**src/ambient_config_defines.vh**
```
// register map, field positions and mode codes of the ambient configuration logic
// Summary of operation
// - irq channel select 00 clear, 01 green, 10 infrared, 11 temperature.
// - mode 000 clear, 001 clear plus IR, 010 clear RGB and IR.
// - mode 011 and 100 interleave their ambient set with proximity conversions.
// - mode 101 proximity only continuous; 110 and 111 reserved, nothing converts.
// - temperature converts in ambient modes only while its enable bit is one.
// - 8-bit RW ambient config at 0x02, reset 0x00, trim/comp/temp/time/gain fields.
// - ambient config write aborts conversion, applies settings now, restarts.
// - gain code sets ambient channel weight per count, 2/8/32/512 for clear.
// - 400ms integration gives a quarter weight per count versus 100ms.
// - main config write never aborts; new settings apply next conversion period.
`ifndef AMBIENT_CONFIG_DEFINES_VH
`define AMBIENT_CONFIG_DEFINES_VH
`define ADDR_MAIN_CFG      8'h01
`define ADDR_AMB_CFG       8'h02
`define MAIN_CFG_RESET     8'h20
`define AMB_CFG_RESET      8'h00
`define MODE_RESET         3'h1
`define SEL_RESET          2'h0
`define TIME_RESET         3'h0
`define GAIN_RESET         2'h0
`define RDATA_NONE         8'h00
`define CH_NONE            7'h00
`define CH_AMB_SET         5'h1F
`define GAIN_CODE0         2'h0
`define GAIN_CODE1         2'h1
`define GAIN_CODE2         2'h2
`define MODE_MSB           7
`define MODE_LSB           5
`define SEL_MSB            4
`define SEL_LSB            3
`define TRIM_BIT           7
`define COMP_BIT           6
`define TEMP_BIT           5
`define TIME_MSB           4
`define TIME_LSB           2
`define GAIN_MSB           1
`define GAIN_LSB           0
`define MODE_CLEAR         3'h0
`define MODE_CLEAR_IR      3'h1
`define MODE_CLEAR_RGB_IR  3'h2
`define MODE_CLEAR_IR_PROX 3'h3
`define MODE_ALL_PROX      3'h4
`define MODE_PROX_ONLY     3'h5
`define SEL_CLEAR          2'h0
`define SEL_GREEN          2'h1
`define SEL_IR             2'h2
`define SEL_TEMP           2'h3
`define TIME_400MS         3'h4
// clear-channel weight per count at 100 ms, in quarter nW/cm2 so 400 ms stays integral
`define WEIGHT_GAIN0       12'h008
`define WEIGHT_GAIN1       12'h020
`define WEIGHT_GAIN2       12'h080
`define WEIGHT_GAIN3       12'h800
`define WEIGHT_SHIFT_400   2
// channel enable vector bits
`define CH_CLEAR           0
`define CH_RED             1
`define CH_GREEN           2
`define CH_BLUE            3
`define CH_IR              4
`define CH_TEMP            5
`define CH_PROX            6
`endif

```
**src/ambient_channel_mode_config.v**
```verilog
// register holding and decoding for the ambient channel and mode configuration
`timescale 1ns/100ps
`include "ambient_config_defines.vh"
module ambient_channel_mode_config (
	// clock and reset
	input  wire        mclk,
	input  wire        nrst,
	// register access from the serial interface logic
	input  wire        regWrite,
	input  wire        regRead,
	input  wire [7:0]  regAddr,
	input  wire [7:0]  regWdata,
	output reg  [7:0]  regRdata,
	// conversion sequencer handshake
	input  wire        periodStart,
	output reg         ambAbort,
	output reg         ambStart,
	// decoded settings
	output reg  [6:0]  channelEnable,
	output reg         interleave,
	output reg  [1:0]  irq_channel_select,
	output reg         trimEnable,
	output reg         ir_comp_enable,
	output reg         temp_sensor_enable,
	output reg  [2:0]  integration_time_code,
	output reg  [1:0]  ambient_gain_code,
	output reg  [11:0] clearWeightQuarter
);
	// register images as the host wrote them
	reg  [7:0]  mainCfg;
	reg  [7:0]  ambient_measure_config;
	// main settings in force for the running conversion period
	reg  [2:0]  activeMode;
	// combinational next values
	reg  [7:0]  next_mainCfg;
	reg  [7:0]  next_ambCfg;
	reg  [2:0]  next_activeMode;
	reg  [1:0]  next_select;
	reg  [7:0]  next_regRdata;
	reg  [6:0]  next_channelEnable;
	reg         next_interleave;
	reg  [11:0] baseWeight;
	reg  [11:0] next_weight;
	// decoded write strobes
	wire        mainWr;
	wire        ambWr;
	wire [7:0]  ambNow;

	assign mainWr = regWrite && (regAddr == `ADDR_MAIN_CFG);
	assign ambWr  = regWrite && (regAddr == `ADDR_AMB_CFG);
	// ambient settings act on the write edge itself, not a cycle later
	assign ambNow = ambWr ? regWdata : ambient_measure_config;

	// main configuration image
	always @* begin
		next_mainCfg = mainCfg;
		if (mainWr)
			next_mainCfg = regWdata;
	end

	always @(posedge mclk) begin
		if (!nrst)
			mainCfg <= `MAIN_CFG_RESET;
		else
			mainCfg <= next_mainCfg;
	end

	// main settings wait for the period boundary
	// a write in the boundary cycle itself waits one more period
	always @* begin
		next_activeMode = activeMode;
		next_select = irq_channel_select;
		if (periodStart) begin
			next_activeMode = mainCfg[`MODE_MSB:`MODE_LSB];
			// source of the ambient threshold comparison
			next_select = mainCfg[`SEL_MSB:`SEL_LSB];
		end
	end

	always @(posedge mclk) begin
		if (!nrst) begin
			activeMode <= `MODE_RESET;
			irq_channel_select <= `SEL_RESET;
		end else begin
			activeMode <= next_activeMode;
			irq_channel_select <= next_select;
		end
	end

	always @* begin
		next_ambCfg = ambient_measure_config;
		if (ambWr)
			next_ambCfg = regWdata;
	end

	always @(posedge mclk) begin
		if (!nrst)
			ambient_measure_config <= `AMB_CFG_RESET;
		else
			ambient_measure_config <= next_ambCfg;
	end

	// abort the running conversion and start afresh
	always @(posedge mclk) begin
		if (!nrst) begin
			ambAbort <= 1'b0;
			ambStart <= 1'b0;
		end else begin
			ambAbort <= ambWr;
			ambStart <= ambWr;
		end
	end

	// unmapped addresses read as zero; a read value stands until the next read
	always @* begin
		next_regRdata = regRdata;
		if (regRead) begin
			case (regAddr)
			`ADDR_MAIN_CFG: next_regRdata = mainCfg;
			`ADDR_AMB_CFG: next_regRdata = ambient_measure_config;
			default: next_regRdata = `RDATA_NONE;
			endcase
		end
	end

	always @(posedge mclk) begin
		if (!nrst)
			regRdata <= `RDATA_NONE;
		else
			regRdata <= next_regRdata;
	end

	// mode decode; reserved codes enable nothing, a safe outcome for a host slip
	always @* begin
		next_channelEnable = `CH_NONE;
		next_interleave = 1'b0;
		case (activeMode)
		`MODE_CLEAR: begin
			next_channelEnable[`CH_CLEAR] = 1'b1;
		end
		`MODE_CLEAR_IR: begin
			next_channelEnable[`CH_CLEAR] = 1'b1;
			next_channelEnable[`CH_IR] = 1'b1;
		end
		`MODE_CLEAR_RGB_IR: begin
			next_channelEnable[`CH_IR:`CH_CLEAR] = `CH_AMB_SET;
		end
		`MODE_CLEAR_IR_PROX: begin
			next_channelEnable[`CH_CLEAR] = 1'b1;
			next_channelEnable[`CH_IR] = 1'b1;
			next_channelEnable[`CH_PROX] = 1'b1;
			next_interleave = 1'b1;
		end
		`MODE_ALL_PROX: begin
			next_channelEnable[`CH_IR:`CH_CLEAR] = `CH_AMB_SET;
			next_channelEnable[`CH_PROX] = 1'b1;
			next_interleave = 1'b1;
		end
		`MODE_PROX_ONLY: begin
			next_channelEnable[`CH_PROX] = 1'b1;
		end
		default: begin
			next_channelEnable = `CH_NONE;
		end
		endcase
		// temperature follows clear and its enable
		next_channelEnable[`CH_TEMP] = next_channelEnable[`CH_CLEAR] & ambNow[`TEMP_BIT];
	end

	// clear weight per count from the gain code
	always @* begin
		case (ambNow[`GAIN_MSB:`GAIN_LSB])
		`GAIN_CODE0: baseWeight = `WEIGHT_GAIN0;
		`GAIN_CODE1: baseWeight = `WEIGHT_GAIN1;
		`GAIN_CODE2: baseWeight = `WEIGHT_GAIN2;
		default: baseWeight = `WEIGHT_GAIN3;
		endcase
	end

	// quarter weight at 400 ms
	// the shorter times are left at the 100 ms figure; the host scales them
	always @* begin
		next_weight = baseWeight;
		if (ambNow[`TIME_MSB:`TIME_LSB] == `TIME_400MS)
			next_weight = baseWeight >> `WEIGHT_SHIFT_400;
	end

	// ambient settings registered the same edge as the write; mode enables and interleave a cycle after activeMode
	always @(posedge mclk) begin
		if (!nrst) begin
			channelEnable <= `CH_NONE;
			interleave <= 1'b0;
			trimEnable <= 1'b0;
			ir_comp_enable <= 1'b0;
			temp_sensor_enable <= 1'b0;
			integration_time_code <= `TIME_RESET;
			ambient_gain_code <= `GAIN_RESET;
			clearWeightQuarter <= `WEIGHT_GAIN0;
		end else begin
			channelEnable <= next_channelEnable;
			interleave <= next_interleave;
			trimEnable <= ambNow[`TRIM_BIT];
			ir_comp_enable <= ambNow[`COMP_BIT];
			temp_sensor_enable <= ambNow[`TEMP_BIT];
			integration_time_code <= ambNow[`TIME_MSB:`TIME_LSB];
			ambient_gain_code <= ambNow[`GAIN_MSB:`GAIN_LSB];
			clearWeightQuarter <= next_weight;
		end
	end
endmodule

```
**config.mk**
```make
export PLATFORM = sky130hd
export DESIGN_NAME = ambient_channel_mode_config
export DESIGN_NICKNAME = d
export VERILOG_FILES = /design/src/ambient_channel_mode_config.v
export VERILOG_INCLUDE_DIRS = /design/src /design/src/src
export SDC_FILE = /design/constraint.sdc
export NUM_CORES = 1
export LEC_CHECK = 0
export BUFFER_PORTS_ARGS = -buffer_cell sky130_fd_sc_hd__buf_2
export CAP_MARGIN = 25
export CORE_MARGIN = 4
export CORE_UTILIZATION = 53
export CTS_BUF_LIST = sky130_fd_sc_hd__clkbuf_4 sky130_fd_sc_hd__clkbuf_8 sky130_fd_sc_hd__clkbuf_16
export CTS_CLUSTER_SIZE = 10
export DETAILED_ROUTE_END_ITERATION = 8
export PLACE_DENSITY = 0.91
export SYNTH_ARGS = -nofsm -noshare
export SYNTH_HDL_FRONTEND = slang
export SYNTH_SLANG_ARGS = --single-unit
```
**constraint.sdc**
```tcl
create_clock -name mclk -period 3.31 [get_ports mclk]
set_clock_uncertainty 0.15 [all_clocks]
set_input_delay 0.1655 -clock mclk [delete_from_list [all_inputs] [get_ports mclk]]
set_output_delay 0.1655 -clock mclk [all_outputs]
set_load 0.01 [all_outputs]
```
==> results of run 1 <==
==> per-layer routing <==
metal	track usage, %	part of all wire [%]	vias to the layer above
li1	-	-	746
met1	19.9	42	687
met2	30.4	51	36
met3	4.49	5.7	6
met4	6.84	1.6	0
met5	0	0	-
==> cells by family (layout without fill, tap and decap cells) <==
kind of cell	after synthesis	in the layout
other	1	6
XOR/XNOR	2	2
AO/OA/AOI/OAI	24	24
flip-flops	42	42
multiplexers	22	22
AND/OR/NAND/NOR	76	76
buffers and inverters	22	72
==> worst max path at each step <==
stage                                    from               endpoint  slack [ns]  cells past startpoint
CTS                               regWdata[3]  clearWeightQuarter[3]        1.52                      6
floorplan           ambient_measure_config[4]  clearWeightQuarter[5]        1.72                      5
global placement                   regAddr[0]             mainCfg[5]        1.38                      5
finish                            regWdata[2]  clearWeightQuarter[3]        1.48                      6
detailed placement                 regAddr[0]             mainCfg[5]        1.26                      5
global route                      regWdata[2]  clearWeightQuarter[3]        1.46                      6
==> layout by cell type, fill, tap and decap left out <==
cell / Yosys / routed
o311a_1: 1 / 1
nand3b_1: 3 / 3
conb_1: 1 / 6
or3_1: 2 / 2
xnor2_1: 1 / 1
and4_1: 1 / 1
clkbuf_8: 0 / 1
nor2_1: 4 / 4
o31ai_1: 1 / 1
nor2b_1: 24 / 24
nor4_1: 1 / 1
o21ai_0: 2 / 2
or3b_1: 1 / 1
nor4b_1: 1 / 1
mux2i_1: 22 / 22
and3_1: 1 / 1
clkinv_2: 0 / 1
nor4_4: 1 / 1
nand2_1: 6 / 6
and2_1: 3 / 3
nor3b_1: 1 / 1
or4b_1: 1 / 1
o21a_1: 1 / 1
dfxtp_1: 42 / 42
or2_2: 1 / 1
xor2_1: 1 / 1
dlygate4sd3_1: 0 / 8
buf_4: 10 / 2
a21boi_1: 1 / 1
buf_2: 2 / 54
a22o_1: 8 / 8
nand4_1: 2 / 2
nand3_1: 12 / 12
nand2b_1: 10 / 10
or3b_2: 1 / 1
clkbuf_4: 0 / 6
a21boi_0: 10 / 10
==> repair_timing <==
item / in CTS / in global routing
endpoints found under the hold margin: 15 / 0
endpoints found under the setup margin: 0 / 0
hold buffers: 8 / 0
==> cell usage after synthesis, drive strengths merged <==
cell,instances,area [um2]
or3b,2,17.5
and4,1,8.76
nor4,2,27.5
o21a,1,7.51
dfxtp,42,841
nand2,6,22.5
o311a,1,10.0
xnor2,1,8.76
nand3b,3,22.5
xor2,1,8.76
a22o,8,70.1
o31ai,1,7.51
nor2,4,15.0
mux2i,22,220
nand4,2,12.5
buf,12,85.1
and2,3,18.8
nor2b,24,150
o21ai,2,10.0
and3,1,6.26
conb,1,3.75
clkbuf,10,37.5
a21boi,11,82.6
or4b,1,10.0
nor4b,1,8.76
nand2b,10,62.6
nor3b,1,7.51
or3,2,12.5
nand3,12,60.1
or2,1,6.26
==> worst register-to-register path, cell delays in order, from the launching register on <==
cell	delay (ns)
dfxtp_1	0.43
or3b_2	0.56
mux2i_1	0.20
nand2_1	0.08
o311a_1	0.13
==> through the flow <==
stage	instance area [um2]	setup WS, ns	hold slack, ns	power, mW	util (%)
2_1_floorplan	1880	1.72	0.141	0.554	-
3_3_place_gp	2100	1.38	0.260	0.570	62.5
3_5_place_dp	2100	1.26	0.269	0.571	62.5
4_1_cts	2240	1.52	0.0000295	0.841	66.7
5_1_grt	2240	1.46	0.0101	0.865	66.7
6_report	2240	1.48	0.0120	0.834	66.7
==> power by group through the flow <==
stage / registers [mW] / clock network, mW / logic, mW
after CTS: 0.507 / 0.274 / 0.0597
after floorplan: 0.520 / 0 / 0.0347
after detailed placement: 0.519 / 0 / 0.0522
after global routing: 0.508 / 0.292 / 0.0656
after global placement: 0.519 / 0 / 0.0514
final: 0.507 / 0.267 / 0.0602
==> state kept, by name (all words and copies together), names as in the netlist <==
| register | count |
|---|---|
| channelEnable | 5 |
| interleave | 1 |
| mainCfg | 8 |
| ambient_measure_config | 8 |
| regRdata | 8 |
| activeMode | 3 |
| clearWeightQuarter | 6 |
| irq_channel_select | 2 |
| ambStart | 1 |
==> layout make-up <==
| type | count | area [um2] | area share (%) |
|---|---|---|---|
| Clock inverter | 1 | 5.00 | 0.223 |
| Sequential cell | 42 | 841 | 37.5 |
| Timing Repair Buffer | 64 | 365 | 16.3 |
| Clock buffer | 7 | 58.8 | 2.62 |
| Tap cell | 46 | 57.6 | 2.56 |
| Multi-Input combinational cell | 130 | 917 | 40.9 |
==> reports/results.txt, run 1 <==
Status: completed
Area Growth Syn to Fin: 20.6%
Nets: 264
Post-Synth XOR/XNOR Area: 0.941%
Drt pass-1 iters: 4
Die area: 4530 um2
Final period utilization: 55.2%
Vias: 1475
Filler cell count in the final layout: 301
Largest net degree at the start of global routing: 42
Setup bufs post-CTS: 0
Diodes inserted: 0
Reg-to-Reg End: clearWeightQuarter[5]
Critical path fanouts, max: 6
Final HPWL DP: 2700 um
Final wirelength: 3780 um
Worst EP required: 3.45 ns
Layout Cells excl Fill: 290
Crit. End Element: flop
Initial antenna violation count: 0
Clk network pwr share: 32.0%
Pwr per Cell Area: 372 nW/um2
Die width: 67.3 um
Hold depth: 3
Period minus WS final: 1.83 ns
Adder-Cell Fraction of Synth Area: 0%
Post-synthesis mux area share: 11.8%
Post-synthesis compound-gate area fraction: 10.1%
Worst hold start: regWdata[0]
Reg2reg path depth: 4
Post-Syn Area: 1860 um2
Crit-path cells: dlygate4sd3_1 > buf_2 > or3b_1 > nand2_1 > or4b_1 > nand3_1
Num CTS Buffers: 5
Number of I/O port buffers: 54
RSZ-0062 raised after global routing: no
Pint: 647 uW
Flops & latches, synth: 42
Post-Synth Simple-Gate Area: 25.2%
CP peak stage delay: 0.55 ns
Slowest cell on crit path: dlygate4sd3_1
Slew Limit Headroom: 59.2%
Clock sink total: 42
R2r setup slk: 1.68 ns
Hold Path Class: in -> reg
Worst path top cell family by delay: simple AND/OR/NAND/NOR gates
Slew at the pin closest to its max-slew limit: 0.610 ns
CP startpoint kind: input port
Via-per-instance ratio: 5.09
Setup-failing EPs final: 0
Worst-path clk slew: 0.12 ns
Vias in the first global route: 1274
Synthesized area per cell: 9.85 um2
YS warnings: 0
Clk Latency, worst-skew pair: 0.35 ns
Clock buffer depth: 2
Main combinational cell family by area after synthesis: simple AND/OR/NAND/NOR gates
Post-synthesis sequential area ratio: 45.2%
TNS Setup: 0 ns
Sequential power share: 60.8%
I/O pins: 61
Die height: 67.3 um
Area of the core: 3360 um2
VDD IR-drop max: 0.000323 V
Rows: 21
Residual DRC count: 0
Switch Pwr: 187 uW
Switching Share: 22.4%
Tot GR Track Use: 17.3%
Leakage power total: 1.07 nW
Hold path endpoint: clearWeightQuarter[9]
Routed length per instance: 13.0 um
Buffers & Inverters on Critical Path: 2
1st-iter DRT viols: 49
Dpl cells: 274
Htree depth: 2
Post-Syn Instances: 189
Final ANT Viol Nets: 0
CTS tree: built
Root buffer cell: clkbuf_4
Logic pwr share: 7.2%
F_max: 547 MHz
Resized cells post-CTS: 0
Max-capacitance violation count: 0
CP Data Arrival Time: 1.97 ns
Global placement routability congestion: 0.774
Reg-to-Reg Start: ambient_measure_config[4]
Final Hold Viols: 0
Global-route wire length before repair: 5890 um
Starting density of the core: 55.4%
GR Overflow Total: 0
Slew Viols, Final: 0
Share of layout cells above drive strength 1: 27.5%
Critical path start-end classification: in -> reg
Count of cell types in the netlist: 34
(Power assumes the default switching activity.)
==> run 2: changes to the inputs <==
- ABC_AREA: unset -> 1
- CORE_UTILIZATION: 53 -> 45
- PLACE_DENSITY: 0.91 -> 0.83
- clock period: 3.31 -> 1.6 ns (I/O delays scaled with it)
==> run 2 against run 1 <==
Net effect:
- flip-flop and latch count did not move
- power rose by 130%
- die area rose by 15%
- register-to-register slack got worse by 1.2 ns
- critical endpoint is now regRdata[2]
==> reports/results.txt, run 2 <==
Status: completed
Worst EP required: 1.64 ns
Post-synth EDFFs: 0
Final HPWL DP: 2910 um
Number of I/O port buffers: 54
Hold Path Class: in -> reg
Initial antenna violation count: 0
Clk Latency, worst-skew pair: 0.30 ns
Starting density of the core: 46.4%
R2r setup slk: 0.44 ns
Post-Syn Area: 1860 um2
YS warnings: 0
Leakage power total: 1.18 nW
Routed length per instance: 11.1 um
Layout Cells excl Fill: 345
CP endpoint: regRdata[2]
Slew Viols, Final: 0
Post-Syn Instances: 232
Most common cell after layout, fill and taps aside: buf_2
Most used cell, CP: inv_1
Reg-to-Reg Start: activeMode[1]
Die height: 72.2 um
Commonest non-fill, non-tap cells in the layout: buf_2 (54), dfxtp_1 (42), inv_1 (34), nand2_1 (26), a21oi_1 (22)
Ys flop type: dfxtp_1
Final period utilization: 79.8%
Die width: 72.2 um
Global-route wire length before repair: 6620 um
RSZ-0062 raised after global routing: no
Top flop regs: ambient_measure_config (8), mainCfg (8), regRdata (8)
Post-synthesis sequential area ratio: 45.3%
Slowest cell on crit path: dlygate4sd3_1
Dominant cell type by area after synthesis: dfxtp_1
Hold depth: 4
Resized cells post-CTS: 0
Nets: 315
Setup bufs post-CTS: 0
Most frequent cell after synthesis: dfxtp_1
Drt pass-1 iters: 4
Count of cell types in the netlist: 28
Crit-path cells: dlygate4sd3_1 > buf_2 > inv_1 > a21oi_1 > nand2_1 > o211ai_1 > inv_1
Global placement routability congestion: 0.780
F_max: 783 MHz
Synth top area cells: dfxtp_1 (45%), inv_1 (6.9%), a21oi_1 (5.9%)
Flops & latches, synth: 42
Number of stages on the worst setup path: 7
Final wirelength: 3840 um
Clock sink total: 42
Crit. End Element: flop
Die area: 5220 um2
Reg-to-Reg End: channelEnable[4]
Max-capacitance violation count: 0
Rows: 23
CP startpoint kind: input port
Num CTS Buffers: 5
Buffers & Inverters on Critical Path: 4
Dpl cells: 327
Final Hold Viols: 0
Synth cell count leaders: dfxtp_1 (42), inv_1 (34), nand2_1 (26), a21oi_1 (22), nor2_1 (20)
Area of the core: 4000 um2
GR Overflow Total: 0
Critical path start-end classification: in -> reg
Reg2reg path depth: 4
Residual DRC count: 0
Diodes inserted: 0
VDD IR-drop max: 0.000504 V
Share of layout cells above drive strength 1: 34.2%
Final ANT Viol Nets: 0
Vias in the first global route: 1511
Largest net degree at the start of global routing: 27
Clock buffer depth: 2
CP startpoint: regRead
Critical path fanouts, max: 9
CP Data Arrival Time: 1.32 ns
Pwr per Cell Area: 842 nW/um2
Synth top area share: 45.3%
Vias: 1592
Post-synth ARST share: 0%
Synthesized area per cell: 8.00 um2
Worst-path clk slew: 0.08 ns
I/O pins: 61
Area Growth Syn to Fin: 24.3%
Tot GR Track Use: 16.1%
TNS Setup: 0 ns
Htree depth: 2
Root buffer cell: clkbuf_8
1st-iter DRT viols: 68
Via-per-instance ratio: 4.61
Setup-failing EPs final: 0
CP peak stage delay: 0.51 ns
CTS tree: built
Worst path top cell family by delay: buffers and inverters
Period minus WS final: 1.28 ns
-- run 2: power breakdown --
part           total [mW]  internal (mW)  switching [mW]  leakage [nW]
Sequential           1.08           1.07          0.0105         0.341
Clock               0.701          0.346           0.354        0.0472
Combinational       0.167         0.0708          0.0958         0.787
Total                1.94           1.48           0.461          1.18
-- run 2: logic make-up after synthesis --
kind of cell | after synthesis | share of synthesized area [%]
other | 1 | 0.202
AOI/OAI and AO/OA | 53 | 17.7
and+or+nand+nor | 81 | 22.5
buffers and inverters | 55 | 14.3
DFF | 42 | 45.3
-- run 2: per-layer routing --
layer	wire, um	track usage [%]	vias up
met5	0	0	-
met4	64	5.85	0
met3	252	5.12	7
met2	1750	25.5	39
met1	1780	20.5	703
li1	-	-	843
-- run 2: what timing repair did --
action | in CTS | in global routing
hold buffers | 10 | 0
endpoints found under the setup margin | 0 | 0
endpoints found under the hold margin | 24 | 0
-- run 2: worst min path at each step --
stage,startpoint,end,slack (ns)
2_1_floorplan,regWdata[5],mainCfg[5],0.06
3_3_place_gp,regWdata[5],mainCfg[5],0.18
3_5_place_dp,regWdata[5],mainCfg[5],0.18
4_1_cts,regWrite,ambient_measure_config[0],0.05
5_1_grt,nrst,clearWeightQuarter[3],0.1
6_report,regWrite,ambient_measure_config[0],0.06
-- run 2: worst reg2reg max path, delay by kind of cell, from the launching register on --
kind / cells / cell delay (ns)
AO/OA/AOI/OAI: 1 / 0.14
flip-flops: 1 / 0.41
AND/OR/NAND/NOR: 3 / 0.35
-- run 2: per-stage QoR --
stage / instance area (um2) / power (mW) / hold slack, ns / util, % / setup slack [ns]
after floorplan: 1880 / 1.20 / 0.0563 / - / 0.434
after global placement: 2110 / 1.24 / 0.176 / 52.8 / 0.168
after detailed placement: 2110 / 1.25 / 0.179 / 52.8 / 0.114
after CTS: 2310 / 1.97 / 0.0456 / 57.7 / 0.333
after global routing: 2310 / 2.03 / 0.0980 / 57.7 / 0.195
final: 2310 / 1.94 / 0.0562 / 57.7 / 0.323
-- run 2: cell type report --
| class | instances | area [um2] |
|---|---|---|
| clock inverters | 2 | 12.5 |
| multi-input cells | 140 | 769 |
| repair buffers | 68 | 400 |
| fillers | 367 | 1690 |
| well taps | 50 | 62.6 |
| flip-flops and latches | 42 | 841 |
| clock buffers | 6 | 82.6 |
| inverters | 37 | 139 |
==> run 3: changes to the inputs <==
- CORE_UTILIZATION: 45 -> 50
- PLACE_DENSITY: 0.83 -> 0.87
- clock period: 1.6 -> 1.3 ns (I/O delays scaled with it)
==> run 3 against run 2 <==
Net effect:
- core utilization grew 13 points
- sequential power grew 22%
- sequential share of layout area shrank 2.0 points
- flip-flop and latch count is the same
- worst setup slack lost 0.26 ns
- count of clock-buffer cells in the layout shrank 1
- hold slack lost 0.045 ns
- register-to-register slack lost 0.31 ns
- clock power grew 46%
- critical path type unchanged
==> reports/results.txt, run 3 (same netlist as run 2, synthesis figures left out) <==
Commonest non-fill, non-tap cells in the layout: buf_2 (52), dfxtp_1 (42), inv_1 (31), nand2_1 (25), nor2_1 (19)
Power consumption: 2.56 mW
Worst hold start: nrst
Residual DRC count: 0
CP Data Arrival Time: 1.33 ns
Routed length per instance: 12.4 um
Share of layout cells above drive strength 1: 39.4%
I/O pins: 61
Initial antenna violation count: 0
Largest net degree at the start of global routing: 27
Vias in the first global route: 1571
Tot GR Track Use: 19.0%
Period minus WS final: 1.24 ns
Die width: 68.9 um
Critical path fanouts, max: 3
CP startpoint kind: input port
Vias: 1655
Top flop regs: ambient_measure_config (8), mainCfg (8), regRdata (8)
Diodes inserted: 0
Final ANT Viol Nets: 0
Reg-to-Reg End: ambient_measure_config[3]
CTS tree: built
Via-per-instance ratio: 4.76
GR Overflow Total: 0
Worst-path clk slew: 0.08 ns
Status: completed
Area of the core: 3470 um2
Setup-failing EPs final: 0
Max-capacitance violation count: 0
Nets: 322
Die area: 4750 um2
Pwr per Cell Area: 1050 nW/um2
TNS Setup: 0 ns
Num CTS Buffers: 5
Crit. End Element: flop
Reg2reg path depth: 6
Post-DP Area: 2170 um2
Clock buffer depth: 2
Global-route wire length before repair: 6710 um
Number of I/O port buffers: 54
Slew Viols, Final: 0
Hold depth: 3
Critical path start-end classification: in -> reg
VDD IR-drop max: 0.000771 V
Root buffer cell: clkbuf_8
1st-iter DRT viols: 64
Rows: 21
Drt pass-1 iters: 4
Global placement routability congestion: 0.804
Final Hold Viols: 0
F_max: 809 MHz
Reg-to-Reg Start: ambient_measure_config[3]
Starting density of the core: 53.5%
Clk Latency, worst-skew pair: 0.30 ns
Most common cell after layout, fill and taps aside: buf_2
Final period utilization: 95.1%
Leakage power total: 1.22 nW
Worst EP required: 1.39 ns
Hold Path Class: in -> reg
Htree depth: 2
Clock sink total: 42
Die height: 68.9 um
Final wirelength: 4300 um
Final HPWL DP: 3050 um
Area Growth Syn to Fin: 31.6%
R2r setup slk: 0.13 ns
Post-Layout Inst Area: 2440 um2
Hold path endpoint: ambient_measure_config[0]
## run 3: repair_timing
action | in CTS | in global routing
setup buffers | 0 | 3
hold buffers | 10 | 0
resized for setup | 0 | 18
endpoints found under the setup margin | 0 | 10
hold endpoints to repair | 24 | 0
## run 3: routing by layer
| metal | global-route usage [%] | share of wire, % |
|---|---|---|
| met1 | 23.4 | 41 |
| met2 | 31.8 | 51 |
| met3 | 4.38 | 6.9 |
| met4 | 8.03 | 1.1 |
| met5 | 0 | 0 |
## run 3: worst max-delay path by stage
| stage | from | end | slack, ns |
|---|---|---|---|
| after floorplan | regAddr[7] | ambient_measure_config[5] | 0.15 |
| after global placement | regAddr[2] | mainCfg[1] | -0.04 |
| after detailed placement | regAddr[2] | mainCfg[2] | -0.09 |
| after CTS | regRead | regRdata[4] | 0.04 |
| after global routing | regWdata[2] | clearWeightQuarter[1] | -0.04 |
| final | regWdata[2] | clearWeightQuarter[9] | 0.06 |
## run 3: final cells by class
class                      instances  area, um2
sequential                        42        841
fill                             277       1020
timing repair buffer              75        489
clock inverter                     3       45.0
tap                               46       57.6
inverter                          37        143
multi-input combinational        140        800
clock buffer                       5       68.8
## run 3: worst max-delay path, cell delays in order
cell	delay, ns
dlygate4sd3_1	0.53
buf_2	0.12
inv_2	0.05
nand3_2	0.07
nand2_2	0.11
nand2_2	0.08
nor2_4	0.13
nand2_2	0.07
nor2_2	0.10
## run 3: per-stage QoR
| stage | utilization, % | worst slack [ns] | std cells | hold slack [ns] |
|---|---|---|---|---|
| floorplan | - | 0.149 | 237 | 0.0413 |
| global placement | 62.6 | -0.0382 | 328 | 0.160 |
| detailed placement | 62.6 | -0.0858 | 328 | 0.171 |
| CTS | 68.7 | 0.0391 | 346 | 0.00429 |
| global route | 70.5 | -0.0368 | 348 | 0.0680 |
| finish | 70.5 | 0.0640 | 348 | 0.0113 |
## run 3: where the power goes
group / leakage, nW / internal, mW / total [mW] / switching [mW]
registers: 0.341 / 1.31 / 1.32 / 0.0127
clock network: 0.0504 / 0.571 / 1.02 / 0.449
logic: 0.831 / 0.0958 / 0.221 / 0.125
